### config.mk
export PLATFORM = sky130hd
export DESIGN_NAME = cdrb_register_bank
export DESIGN_NICKNAME = d
export VERILOG_FILES = /design/src/cdrb_pkg.sv /design/src/cdrb_register_bank.sv /design/src/cdrb_slew_engine.sv
export SDC_FILE = /design/constraint.sdc
export NUM_CORES = 1
export LEC_CHECK = 0
export ABC_AREA = 1
export BUFFER_PORTS_ARGS = -buffer_cell sky130_fd_sc_hd__buf_2
export CORE_AREA = 2 2 137 139
export DETAILED_ROUTE_END_ITERATION = 10
export DIE_AREA = 0 0 139 141
export PLACE_DENSITY = 0.68
export SYNTH_ARGS = -nofsm -noshare
export SYNTH_HDL_FRONTEND = slang
export SYNTH_HIERARCHICAL = 1
export SYNTH_SLANG_ARGS = --single-unit
### constraint.sdc
create_clock -name clk -period 11.45 [get_ports clk]
set_input_delay 0 -clock clk [delete_from_list [all_inputs] [get_ports clk]]
set_output_delay 0 -clock clk [all_outputs]
set_load 0.01 [all_outputs]
### src/cdrb_pkg.sv
package cdrb_pkg;

    // frame layout
    localparam int FRAME_BITS = 24;
    localparam int ADDR_MSB = 23;
    localparam int ADDR_LSB = 16;
    localparam int EDGE_CNT_BITS = 6;

    // address byte values
    localparam logic [7:0] ADDR_NOP = 8'h00;
    localparam logic [7:0] ADDR_DATA = 8'h01;
    localparam logic [7:0] ADDR_READ = 8'h02;
    localparam logic [7:0] ADDR_CTRL = 8'h55;
    localparam logic [7:0] ADDR_RESET = 8'h56;

    // read address select codes
    localparam logic [1:0] RD_STATUS = 2'h0;
    localparam logic [1:0] RD_DATA = 2'h1;
    localparam logic [1:0] RD_CTRL = 2'h2;

    // control word fields
    localparam int CTRL_EXT_RES_BIT = 13;
    localparam int CTRL_OUT_EN_BIT = 12;
    localparam int CTRL_RATE_LSB = 8;
    localparam int CTRL_STEP_LSB = 5;
    localparam int CTRL_SLEW_EN_BIT = 4;
    localparam int CTRL_CHAIN_EN_BIT = 3;
    localparam int CTRL_RANGE_LSB = 0;
    localparam logic [15:0] CTRL_WRITE_MASK = 16'h3FFF;

    // range codes
    localparam logic [2:0] RANGE_4_20 = 3'h5;
    localparam logic [2:0] RANGE_0_20 = 3'h6;
    localparam logic [2:0] RANGE_0_24 = 3'h7;

    // reset register and status word
    localparam int RESET_BIT = 0;
    localparam int ST_FAULT_BIT = 2;
    localparam int ST_SLEW_BIT = 1;
    localparam int ST_OTEMP_BIT = 0;

    // reset values
    localparam logic [15:0] CTRL_RESET = 16'h0000;
    localparam logic [15:0] DATA_RESET = 16'h0000;
    localparam logic [23:0] SHIFT_RESET = 24'h000000;

    // low data bits dropped by the 12-bit variant
    localparam logic [15:0] DATA_MASK_12 = 16'hFFF0;

    // slew timing
    localparam int CLK_HZ = 200000000;
    localparam int SLEW_STEP_MAX = 5;
    localparam int SLEW_UPDATE_HZ [16] = '{257730, 198410, 152440, 131580, 115740, 69440,
        37590, 25770, 20160, 16030, 10290, 8280, 6900, 5530, 4240, 3300};

endpackage

### src/cdrb_register_bank.sv
// Functional notes
// RQ1: address 0x55 frame writes control word
// RQ2: control word fields at fixed bit positions
// RQ3: resistor select bit picks external resistor
// RQ4: host sets resistor select with enable
// RQ5: output stays off unless enable bit
// RQ6: slew enable steps output, else direct
// RQ7: range codes 101, 110, 111 select ranges
// RQ8: 12-bit variant ignores low four bits
// RQ9: 16-bit variant uses all data bits
// RQ10: address 0x56 targets reset register bit0
// RQ11: reset bit restores power-on state fully; code clears pin synchronisers and edge detectors on rst only
// RQ12: status read-only, fault, slew, overtemp bits
// RQ13: fault flag follows output-stage monitor
// RQ14: slew flag high while output slewing
// RQ15: overtemp flag follows temperature sensor
// RQ16: address 0x01 frame writes data register
// RQ17: read address picks register, shifted next
// RQ18: all registers zero after reset
// RQ19: chain mode ripples bits past 24
// RQ20: reset bit self-clears, other ranges unsupported
// RQ21: control readback returns last written word
`timescale 1ns/10ps
module cdrb_register_bank #(
    parameter int RES = 16,
    parameter int SLEW_REF_HZ = cdrb_pkg::CLK_HZ
) (
    // clock and reset
    input wire logic clk,
    input wire logic rst,
    // serial link pins
    input wire logic sclkPin,
    input wire logic serialInputPin,
    input wire logic latchPin,
    output logic serialOutputO,
    output logic serialOutputOe,
    // analog monitors
    input wire logic outputFaultPin,
    input wire logic overTempPin,
    // analog controls
    output logic currentOutEnable,
    output logic extResistorSelect,
    output logic [2:0] rangeSel,
    output logic rangeSupported,
    output logic [RES-1:0] dacCode,
    output logic slewActive
);

    initial begin
        if (RES != 12 && RES != 16) begin
            $error("cdrb_register_bank: RES must be 12 or 16");
        end
    end

    localparam int NSYNC = 5;
    localparam int S_SCLK = 0;
    localparam int S_SERIAL_INPUT = 1;
    localparam int S_LATCH = 2;
    localparam int S_FAULT = 3;
    localparam int S_OTEMP = 4;

    logic [NSYNC-1:0] pinIn;
    logic [NSYNC-1:0] syncA_ff, syncB_ff;
    logic sclkPrev_ff, latchPrev_ff;
    logic sclkRise, sclkFall, latchRise;
    logic effRst;

    logic [23:0] shift_ff, nxt_shift;
    logic [cdrb_pkg::EDGE_CNT_BITS-1:0] edgeCnt_ff, nxt_edgeCnt;
    logic sdo_ff, nxt_sdo;
    logic readPend_ff, nxt_readPend;
    logic [15:0] ctrl_ff, nxt_ctrl;
    logic [15:0] data_ff, nxt_data;
    logic swRst_ff, nxt_swRst;

    logic [7:0] frameAddr;
    logic [15:0] frameData;
    logic frameOk;
    logic [15:0] statusWord;
    logic [15:0] readWord;
    logic [15:0] slewCode;
    logic slewBusy;

    assign pinIn = {overTempPin, outputFaultPin, latchPin, serialInputPin, sclkPin};

    // two-stage synchronisers for every pin input
    always_ff @(posedge clk) begin
        if (rst) begin
            syncA_ff <= '0;
            syncB_ff <= '0;
            sclkPrev_ff <= 1'b0;
            latchPrev_ff <= 1'b0;
        end else begin
            syncA_ff <= pinIn;
            syncB_ff <= syncA_ff;
            sclkPrev_ff <= syncB_ff[S_SCLK];
            latchPrev_ff <= syncB_ff[S_LATCH];
        end
    end

    assign sclkRise = syncB_ff[S_SCLK] && !sclkPrev_ff;
    assign sclkFall = !syncB_ff[S_SCLK] && sclkPrev_ff;
    assign latchRise = syncB_ff[S_LATCH] && !latchPrev_ff;
    assign effRst = rst || swRst_ff; // RQ11

    assign frameAddr = shift_ff[cdrb_pkg::ADDR_MSB:cdrb_pkg::ADDR_LSB];
    assign frameData = shift_ff[15:0];

    // exactly 24 edges standalone; in a chain our word is the last 24
    assign frameOk = (edgeCnt_ff == cdrb_pkg::EDGE_CNT_BITS'(cdrb_pkg::FRAME_BITS)) ||
        (ctrl_ff[cdrb_pkg::CTRL_CHAIN_EN_BIT] &&
        edgeCnt_ff >= cdrb_pkg::EDGE_CNT_BITS'(cdrb_pkg::FRAME_BITS)); // RQ19

    always_comb begin
        statusWord = '0;
        statusWord[cdrb_pkg::ST_FAULT_BIT] = syncB_ff[S_FAULT]; // RQ12 RQ13
        statusWord[cdrb_pkg::ST_SLEW_BIT] = slewBusy; // RQ14
        statusWord[cdrb_pkg::ST_OTEMP_BIT] = syncB_ff[S_OTEMP]; // RQ15
        case (frameData[1:0]) // RQ17
            cdrb_pkg::RD_STATUS: readWord = statusWord;
            cdrb_pkg::RD_DATA: readWord = data_ff;
            cdrb_pkg::RD_CTRL: readWord = ctrl_ff; // RQ21
            default: readWord = 16'h0000;
        endcase
    end

    // frame capture, register writes and readback shifting
    always_comb begin
        nxt_shift = shift_ff;
        nxt_edgeCnt = edgeCnt_ff;
        nxt_sdo = sdo_ff;
        nxt_readPend = readPend_ff;
        nxt_ctrl = ctrl_ff;
        nxt_data = data_ff;
        nxt_swRst = 1'b0; // RQ20
        if (latchRise) begin
            nxt_edgeCnt = '0;
            nxt_readPend = 1'b0;
            if (frameOk) begin
                case (frameAddr)
                    cdrb_pkg::ADDR_CTRL: begin
                        nxt_ctrl = frameData & cdrb_pkg::CTRL_WRITE_MASK; // RQ1 RQ2
                    end
                    cdrb_pkg::ADDR_DATA: begin
                        if (RES == 12) begin
                            nxt_data = frameData & cdrb_pkg::DATA_MASK_12; // RQ8
                        end else begin
                            nxt_data = frameData; // RQ9 RQ16
                        end
                    end
                    cdrb_pkg::ADDR_RESET: begin
                        nxt_swRst = frameData[cdrb_pkg::RESET_BIT]; // RQ10 RQ11
                    end
                    cdrb_pkg::ADDR_READ: begin
                        nxt_shift = {8'h00, readWord}; // RQ17
                        nxt_sdo = 1'b0;
                        nxt_readPend = 1'b1;
                    end
                    default: begin
                        nxt_shift = shift_ff;
                    end
                endcase
            end
        end else if (sclkRise) begin
            nxt_shift = {shift_ff[22:0], syncB_ff[S_SERIAL_INPUT]};
            if (edgeCnt_ff != '1) begin
                nxt_edgeCnt = edgeCnt_ff + cdrb_pkg::EDGE_CNT_BITS'(1);
            end
        end else if (sclkFall) begin
            nxt_sdo = shift_ff[23]; // RQ19
        end
    end

    always_ff @(posedge clk) begin
        if (effRst) begin
            shift_ff <= cdrb_pkg::SHIFT_RESET; // RQ18
            edgeCnt_ff <= '0;
            sdo_ff <= 1'b0;
            readPend_ff <= 1'b0;
            ctrl_ff <= cdrb_pkg::CTRL_RESET;
            data_ff <= cdrb_pkg::DATA_RESET;
            swRst_ff <= 1'b0;
        end else begin
            shift_ff <= nxt_shift;
            edgeCnt_ff <= nxt_edgeCnt;
            sdo_ff <= nxt_sdo;
            readPend_ff <= nxt_readPend;
            ctrl_ff <= nxt_ctrl;
            data_ff <= nxt_data;
            swRst_ff <= nxt_swRst;
        end
    end

    cdrb_slew_engine #(
        .REF_HZ(SLEW_REF_HZ)
    ) u_slew (
        .clk(clk),
        .rst(effRst),
        .enable(ctrl_ff[cdrb_pkg::CTRL_SLEW_EN_BIT]), // RQ6
        .rateSel(ctrl_ff[cdrb_pkg::CTRL_RATE_LSB +: 4]),
        .stepSel(ctrl_ff[cdrb_pkg::CTRL_STEP_LSB +: 3]),
        .target(data_ff),
        .code(slewCode),
        .active(slewBusy)
    );

    // serial output is driven during a readback or while chaining
    assign serialOutputO = sdo_ff;
    assign serialOutputOe = readPend_ff || ctrl_ff[cdrb_pkg::CTRL_CHAIN_EN_BIT]; // RQ17 RQ19

    assign rangeSel = ctrl_ff[cdrb_pkg::CTRL_RANGE_LSB +: 3];
    assign rangeSupported = (rangeSel == cdrb_pkg::RANGE_4_20) ||
        (rangeSel == cdrb_pkg::RANGE_0_20) || (rangeSel == cdrb_pkg::RANGE_0_24); // RQ7 RQ20
    assign currentOutEnable = ctrl_ff[cdrb_pkg::CTRL_OUT_EN_BIT] && rangeSupported; // RQ5
    assign extResistorSelect = ctrl_ff[cdrb_pkg::CTRL_EXT_RES_BIT]; // RQ3
    assign dacCode = slewCode[15 -: RES]; // RQ8 RQ9
    assign slewActive = slewBusy; // RQ14

    a_ctrl_write: assert property (@(posedge clk) disable iff (effRst) // RQ1
        (latchRise && frameOk && frameAddr == cdrb_pkg::ADDR_CTRL) |=>
        ctrl_ff == ($past(frameData) & cdrb_pkg::CTRL_WRITE_MASK))
        else $error("control word not written");

    a_data_write: assert property (@(posedge clk) disable iff (effRst) // RQ16
        (latchRise && frameOk && frameAddr == cdrb_pkg::ADDR_DATA) |=>
        data_ff[15:4] == $past(frameData[15:4]))
        else $error("data word not written");

    a_soft_reset: assert property (@(posedge clk) disable iff (rst) // RQ11
        (latchRise && frameOk && frameAddr == cdrb_pkg::ADDR_RESET && frameData[0]) |=>
        ##1 (ctrl_ff == 16'h0000 && data_ff == 16'h0000 && !swRst_ff))
        else $error("soft reset did not clear registers");

    a_out_gate: assert property (@(posedge clk) disable iff (effRst) // RQ5
        currentOutEnable |-> (ctrl_ff[cdrb_pkg::CTRL_OUT_EN_BIT] && rangeSel[2]))
        else $error("output on without enable");

    a_low_bits: assert property (@(posedge clk) disable iff (effRst) // RQ8
        (RES == 12) |-> data_ff[3:0] == 4'h0)
        else $error("low data bits kept in 12-bit mode");

    a_slew_direct: assert property (@(posedge clk) disable iff (effRst) // RQ6
        (!ctrl_ff[cdrb_pkg::CTRL_SLEW_EN_BIT])[*2] |-> slewCode == $past(data_ff))
        else $error("output not direct without slew");

    a_slew_flag: assert property (@(posedge clk) disable iff (effRst) // RQ14
        (ctrl_ff[cdrb_pkg::CTRL_SLEW_EN_BIT] && $stable(ctrl_ff) && $stable(data_ff)) |->
        (slewActive == (slewCode != data_ff)))
        else $error("slew flag without slewing");

    a_fault_flag: assert property (@(posedge clk) disable iff (rst) // RQ13
        (!$past(rst) && !$past(rst, 2)) |->
        statusWord[cdrb_pkg::ST_FAULT_BIT] == $past(outputFaultPin, 2))
        else $error("fault flag missed");

    a_otemp_flag: assert property (@(posedge clk) disable iff (rst) // RQ15
        (!$past(rst) && !$past(rst, 2)) |->
        statusWord[cdrb_pkg::ST_OTEMP_BIT] == $past(overTempPin, 2))
        else $error("overtemp flag missed");

    a_read_oe: assert property (@(posedge clk) disable iff (effRst) // RQ17
        (latchRise && frameOk && frameAddr == cdrb_pkg::ADDR_READ) |=>
        (serialOutputOe && shift_ff[15:0] == $past(readWord)))
        else $error("readback not loaded");

    a_chain_oe: assert property (@(posedge clk) disable iff (effRst) // RQ19
        ctrl_ff[cdrb_pkg::CTRL_CHAIN_EN_BIT] |-> serialOutputOe)
        else $error("serial output off in chain mode");

    a_ctrl_fields: assert property (@(posedge clk) disable iff (effRst) // RQ2
        (ctrl_ff & ~cdrb_pkg::CTRL_WRITE_MASK) == 16'h0000)
        else $error("control bits 15 and 14 not zero");

    a_range_decode: assert property (@(posedge clk) disable iff (effRst) // RQ7 RQ20
        rangeSupported == (rangeSel[2] && (rangeSel[1] || rangeSel[0])))
        else $error("range code decoded wrongly");

    a_reset_ignore: assert property (@(posedge clk) disable iff (effRst) // RQ10
        (latchRise && frameOk && frameAddr == cdrb_pkg::ADDR_RESET &&
        !frameData[cdrb_pkg::RESET_BIT]) |=> !swRst_ff)
        else $error("reset without reset bit");

    a_reset_pulse: assert property (@(posedge clk) disable iff (rst) // RQ20
        swRst_ff |=> !swRst_ff)
        else $error("reset bit did not self-clear");

    a_bad_frame: assert property (@(posedge clk) disable iff (effRst) // RQ1
        (latchRise && !frameOk) |=> ($stable(ctrl_ff) && $stable(data_ff)))
        else $error("bad frame changed a register");

    a_status_zero: assert property (@(posedge clk) disable iff (effRst) // RQ12
        statusWord[15:3] == 13'h0000)
        else $error("reserved status bits set");

    a_data_full: assert property (@(posedge clk) disable iff (effRst) // RQ9
        (RES == 16 && latchRise && frameOk && frameAddr == cdrb_pkg::ADDR_DATA) |=>
        data_ff == $past(frameData))
        else $error("full data word not written");

    a_reset_zero: assert property (@(posedge clk) // RQ18
        $past(effRst) |-> (ctrl_ff == cdrb_pkg::CTRL_RESET && data_ff == cdrb_pkg::DATA_RESET &&
        shift_ff == cdrb_pkg::SHIFT_RESET && !readPend_ff))
        else $error("registers not cleared by reset");

endmodule

### src/cdrb_slew_engine.sv
`timescale 1ns/10ps
module cdrb_slew_engine #(
    parameter int REF_HZ = cdrb_pkg::CLK_HZ
) (
    // clock and reset
    input wire logic clk,
    input wire logic rst,
    // settings
    input wire logic enable,
    input wire logic [3:0] rateSel,
    input wire logic [2:0] stepSel,
    input wire logic [15:0] target,
    // result
    output logic [15:0] code,
    output logic active
);

    initial begin
        if (REF_HZ / cdrb_pkg::SLEW_UPDATE_HZ[15] >= 2 ** 24 ||
            REF_HZ < cdrb_pkg::SLEW_UPDATE_HZ[0]) begin
            $error("cdrb_slew_engine: REF_HZ out of range");
        end
    end

    logic [23:0] periodTab [16];
    logic [23:0] tickCnt_ff, nxt_tickCnt;
    logic [15:0] code_ff, nxt_code;
    logic active_ff, nxt_active;
    logic [16:0] stepAmt;
    logic [16:0] gap;
    logic tick;

    // update interval per rate code, fixed at elaboration
    for (genvar g = 0; g < 16; g++) begin : g_period
        assign periodTab[g] = 24'(REF_HZ / cdrb_pkg::SLEW_UPDATE_HZ[g] - 1);
    end

    always_comb begin
        stepAmt = 17'h00001 << ((stepSel > 3'(cdrb_pkg::SLEW_STEP_MAX)) ?
            3'(cdrb_pkg::SLEW_STEP_MAX) : stepSel);
        tick = (tickCnt_ff >= periodTab[rateSel]);
        nxt_tickCnt = tick ? 24'h000000 : tickCnt_ff + 24'h000001;
        nxt_code = code_ff;
        if (target >= code_ff) begin
            gap = {1'b0, target} - {1'b0, code_ff};
        end else begin
            gap = {1'b0, code_ff} - {1'b0, target};
        end
        if (!enable) begin
            nxt_code = target;
            nxt_tickCnt = 24'h000000;
        end else if (tick && gap != 17'h00000) begin
            if (gap <= stepAmt) begin
                nxt_code = target;
            end else if (target > code_ff) begin
                nxt_code = code_ff + stepAmt[15:0];
            end else begin
                nxt_code = code_ff - stepAmt[15:0];
            end
        end
        nxt_active = enable && (nxt_code != target);
    end

    always_ff @(posedge clk) begin
        if (rst) begin
            tickCnt_ff <= 24'h000000;
            code_ff <= cdrb_pkg::DATA_RESET;
            active_ff <= 1'b0;
        end else begin
            tickCnt_ff <= nxt_tickCnt;
            code_ff <= nxt_code;
            active_ff <= nxt_active;
        end
    end

    assign code = code_ff;
    assign active = active_ff;

endmodule

# ---- Word-level counts from Yosys, hierarchy flattened
# Memory sizes are Yosys's and may differ from the RTL's.
# Index checks and enable logic that the tools add are counted.
dict set report totals {
  regBits 116
  mem_bits_ro 384
  inputBits 7
  out_inout_bits 25
  word_cells 96
  n_memories 1
}
dict set report op_classes {
  add_sub_neg 6
  n_lt_le_gt_ge 7
  n_eq_ne 15
  n_shift 1
  muxes 20
  bitwise 5
  reduce_logical 27
}
# memory words width rd rd_ports_with_merged_regs wr line_no
set memory_table {}
lappend memory_table {{(no name shown)} 16 24 1 0 0 cdrb_slew_engine.sv:41} ;# tick = (tickCnt_ff >= periodTab[rateSel]);
# operator count
set ops {}
lappend ops {{$mux 24} 6}
lappend ops {{$mux 16} 4}
lappend ops {{$pmux 16 s3} 1}
lappend ops {{$sub 16x16->17} 2}
lappend ops {{$add 24x1->24 const B} 1}
lappend ops {{$ge 24x24->1} 1}
lappend ops {{$le 17x17->1} 1}
lappend ops {{$mux 17} 1}
lappend ops {{$reduce_bool 17->1} 1}
lappend ops {{$shl 1x3->17 const A} 1}
lappend ops {{$add 16x16->16} 1}
lappend ops {{$eq 8x7->1 const B} 2}
lappend ops {{$ge 16x16->1} 1}
lappend ops {{$gt 16x16->1} 1}
lappend ops {{$ne 16x16->1} 1}
lappend ops {{$sub 16x16->16} 1}
lappend ops {{$eq 3x3->1 const B} 3}
lappend ops {{$reduce_and 3->1} 3}
lappend ops {{$eq 8x1->1 const B} 1}
lappend ops {{$eq 8x2->1 const B} 1}
lappend ops {{$logic_and 1x1->1} 7}
lappend ops {{$mux 1} 7}
lappend ops {{$add 6x1->6 const B} 1}
lappend ops {{$eq 6x5->1 const B} 1}
lappend ops {{19 further kinds} 31}

# ---- Logic depth before layout (Yosys ltp)
dict set report depth {
  ltp_word 10
  ltp_mapped 34
  ltp_nobuf 32
}

# ---- By module
# The synthesis kept the hierarchy.
# module instances cells_per_inst area_per_inst_um2 seq_area_each_um2
set modules_own_cells {}
lappend modules_own_cells {cdrb_slew_engine 1 1117 6401.1 820.8}
lappend modules_own_cells {cdrb_register_bank 1 503 3400.8 1501.4}

# ---- Worst setup path after synthesis
# OpenSTA, ideal clock, no wires.
dict set report synth_timing {
  path_kind {reg-to-reg}
  from {register data_ff[12]}
  to {register u_slew.active_ff, in the netlist u_slew/active}
  setup_time_ns 0.133
  arrival_ns 3.692
  t_required_ns 11.317
  setup_slack_ns 7.625
  stages_incl_launch_ff 33
  path_buffers 2
  synth_period_minus_slack_ns 3.825
  cell_sequence {dfxtp_1 -> inv_1 -> ha_1 -> nand2_2 -> inv_2 -> nand2_1 -> nand2_1 -> nand2_1 -> nand2_1 -> nor2_4 -> nand3_4 -> buf_6 -> nand2_1 -> o21ai_1 -> ha_1 -> a21oi_1 -> o21ai_0 -> o21ai_0 -> nand2_1 -> a21o_1 -> a21oi_1 -> nand3_2 -> buf_2 -> nand2_1 -> o21ai_1 -> nand2_1 -> nand2_1 -> nand3_1 -> nand2_1 -> nor2_1 -> nand2_1 -> nor2_1 -> a21oi_1}
}
dict set report synth_between {
  elab_chain_cells 8
  elab_cells_between_ends 14
  classes_between {2 x add/sub; 3 x order compare; 1 x eq/ne; 5 x mux; 3 x reduce/logical}
}
# element line_no
set synth_rtl {}
lappend synth_rtl {{start: declaration} cdrb_register_bank.sv:73} ;# logic [15:0] data_ff, nxt_data;
lappend synth_rtl {{start signal: assignment} cdrb_register_bank.sv:181} ;# data_ff <= cdrb_pkg::DATA_RESET;
lappend synth_rtl {{start signal: assignment} cdrb_register_bank.sv:189} ;# data_ff <= nxt_data;
lappend synth_rtl {{$sub 16x16->17, or another cell as far along} cdrb_slew_engine.sv:47} ;# gap = {1'b0, code_ff} - {1'b0, target};
lappend synth_rtl {{$mux 17} cdrb_slew_engine.sv:44} ;# if (target >= code_ff) begin
lappend synth_rtl {{$le 17x17->1 / $reduce_bool 17->1 (equally long branches)} {cdrb_slew_engine.sv:53, cdrb_slew_engine.sv:52}}
lappend synth_rtl {{$mux 16 / $logic_and 1x1->1 (equally long branches)} {cdrb_slew_engine.sv:53, cdrb_slew_engine.sv:52}}
lappend synth_rtl {{$mux 16} cdrb_slew_engine.sv:52} ;# end else if (tick && gap != 17'h00000) begin
lappend synth_rtl {{$mux 16} cdrb_slew_engine.sv:49} ;# if (!enable) begin
lappend synth_rtl {{$ne 16x16->1 (*)} cdrb_slew_engine.sv:61} ;# nxt_active = enable && (nxt_code != target);
lappend synth_rtl {{$logic_and 1x1->1 (*)} cdrb_slew_engine.sv:61}
lappend synth_rtl {{end signal: assignment} cdrb_slew_engine.sv:72} ;# active_ff <= nxt_active;
lappend synth_rtl {{end: declaration} cdrb_slew_engine.sv:28} ;# logic active_ff, nxt_active;
# Mark *: on every way between the ends. The rest lies on a longest branch, timed or not.
# A chain may end at the register's enable or synchronous reset.

# ---- Worst setup path after layout
dict set report layout_timing {
  from {register data_ff[14]}
  to {register u_slew.active_ff, in the netlist u_slew/active}
}
# Same word-level chain as after synthesis.

==> run summary <==
status: finished clean
# DRC: 0
hpwl dp: 20600 um
Worst Path Max Fanout: 21
Post-Synthesis Cells: 1620
power per cell area: 93.4 mW/mm^2
vias per cell: 5.30
Die ar.: 0.0196 mm^2
Num CTS Buffers: 17
layout filler cell count: 1825
wl on met1: 11800 um
Crit Path Category: reg -> reg
worst hold start: syncA_ff[2]
die extent in x: 139 um
post-synthesis sequential area ratio: 23.7%
global-route wire length before repair: 43600 um
Final Cycle Share: 46.0%
Syn Std Cell Area: 0.00980 mm^2
cts repair resizes: 0
hold_buf cts: 11
Post-synth EDFFs: 0
Clock Latency Late Sink: 410 ps
Slew @ Worst Pin: 1010 ps
DR WL met3: 1300 um
worst r2r src: data_ff[14]
Req. time, crit path: 11740 ps
Final Util: 58.9%
CTS Sinks: 116
Final setup viols: 0
worst hold path type: reg -> reg
Worst Setup Start Kind: flip-flop
largest net degree at the start of global routing: 58
Cell Area, Placed: 0.0100 mm^2
Fin Clk Skew: 12.4 ps
core footprint: 0.0183 mm^2
row count: 50
hold slack: 403 ps
setup bufs post-CTS: 0
hold path depth: 2
fraction of layout cells with a size suffix above 1: 6.77%
Worst Hold End: syncB_ff[2]
Final ANT Viol Nets: 0
VDD IR max: 100 uV
wire per inst: 14.1 um
maxcap violations: 0
initial DRC count: 700
initial antenna violation count: 0
post-route minimum period: 5270 ps
most used flip-flop cell after synthesis: dfxtp_1
die height: 141 um
Pleak: 5.55 nW
fmax: 0.190 GHz
cell depth of the worst flop-to-flop path: 30
Fin. Hold Viols: 0
total congestion overflow: 0
Synth Warn #: 6
htree depth: 4
unrepaired setup endpoints after global routing: false
count of pins over their slew limit: 0
GR Util All Layers: 27.0%
Synth-to-Final Area Change: 9.69%
Arrival @ worst endpoint: 5560 ps
nets@finish: 1733
synth unique cells: 52
WL final: 26600 um
CP max-delay cell: dfxtp_1
port bufs: 31
Antenna diodes: 0
clock root buffer: clkbuf_16
number of I/O pins: 32
cell mode on critical path: nand2_1
router iterations before antenna repair: 5
syn_area_per_cell: 6.05 um^2
Synth async-reset ratio: 0%
synthesis-stage register bit count: 116
Initial Util: 53.7%
most frequent cells in the layout: nand2_1, nor2_1, inv_1, nand3_1, dfxtp_1
CTS max path bufs: 2
vias in the first global route: 9093
worst reg2reg path endpoint: u_slew/active
Slew headroom: 32.2%
design area: 0.0108 mm^2
top routing layer used: met4
routability cong.: 1.04
slowest stage delay, CP: 500 ps
met2 wire len: 12500 um
routed vias: 10000
CTS tree: done
critical path endpoint category: flip-flop
flop2flop setup slack: 6180 ps
clock-pin slew on the worst setup and hold paths: 60 ps
commonest non-fill, non-tap cell in the layout: nand2_1
Setup TNS Final: 0 ps
[cell usage after synthesis (17+ instances only)]
cell / number / area, um^2
a21oi_1: 74 / 370
o21ai_1: 17 / 85.1
nand3_1: 141 / 706
buf_2: 19 / 95.1
ha_1: 81 / 1010
xor2_1: 23 / 201
inv_1: 206 / 773
o21ai_0: 31 / 155
nor2_1: 217 / 815
dfxtp_1: 116 / 2320
nand4_1: 46 / 288
nand2_1: 507 / 1900
[layout make-up]
class / instances / area, um^2 / area share, %
clock buffers: 17 / 425 / 3.96
repair buffers: 46 / 295 / 2.75
multi-input cells: 1244 / 6410 / 59.6
flip-flops and latches: 116 / 2320 / 21.6
clock inverters: 15 / 193 / 1.79
inverters: 217 / 816 / 7.59
well taps: 234 / 293 / 2.72
[kinds of logic after synthesis]
group                    Yosys count  share of synthesized area [%]
adder cells (fa/ha/maj)           84                           11.0
buffers and inverters            267                           11.2
other                              2                         0.0766
flip-flops                       116                           23.7
XOR/XNOR                          31                           2.77
multiplexers                       1                          0.102
AND/OR/NAND/NOR                  963                           42.2
AO/OA/AOI/OAI                    156                           8.99
[state kept, by name, summed over array words and instances, names as in the netlist, 5 cells and up]
| name | cells |
|---|---|
| data_ff | 16 |
| u_slew/code | 16 |
| u_slew/tickCnt_ff | 24 |
| shift_ff | 24 |
| syncA_ff | 5 |
| edgeCnt_ff | 6 |
| syncB_ff | 5 |
| ctrl_ff | 14 |
[layer usage]
metal	track usage (%)	vias to the layer above
li1	-	5199
met1	34.4	4464
met2	46.4	291
met3	2.55	61
met4	12.3	0
met5	0	-
[critical path: cells and delay by family, from the launching register on]
family                     cells  cell delay (ps)
and+or+nand+nor               18             2610
DFF                            1              500
buffers and inverters          3              420
adders and majority gates      2              650
AOI/OAI and AO/OA              7              940
[power by group]
group	switching, mW	internal (mW)
clock network	0.206	0.348
logic	0.0233	0.0129
registers	0.00407	0.410
total	0.234	0.771
[worst max path at each step]
stage	startpoint	to	slack (ps)	cells past startpoint
CTS	data_ff[14]	u_slew/active	6240	30
global placement	data_ff[14]	u_slew/active	6320	30
floorplan	data_ff[12]	u_slew/active	7630	32
detailed placement	data_ff[14]	u_slew/active	6270	30
global route	data_ff[14]	u_slew/active	5720	28
finish	data_ff[14]	u_slew/active	6180	30
[metrics by stage]
step	power (mW)	setup WS, ps	cells
after CTS	1.01	6240	1889
final	1.00	6180	1889
after global routing	1.03	5720	1889
after global placement	0.456	6320	1846
after detailed placement	0.456	6270	1846
after floorplan	0.448	7630	1627
(Power assumes the default switching activity.)
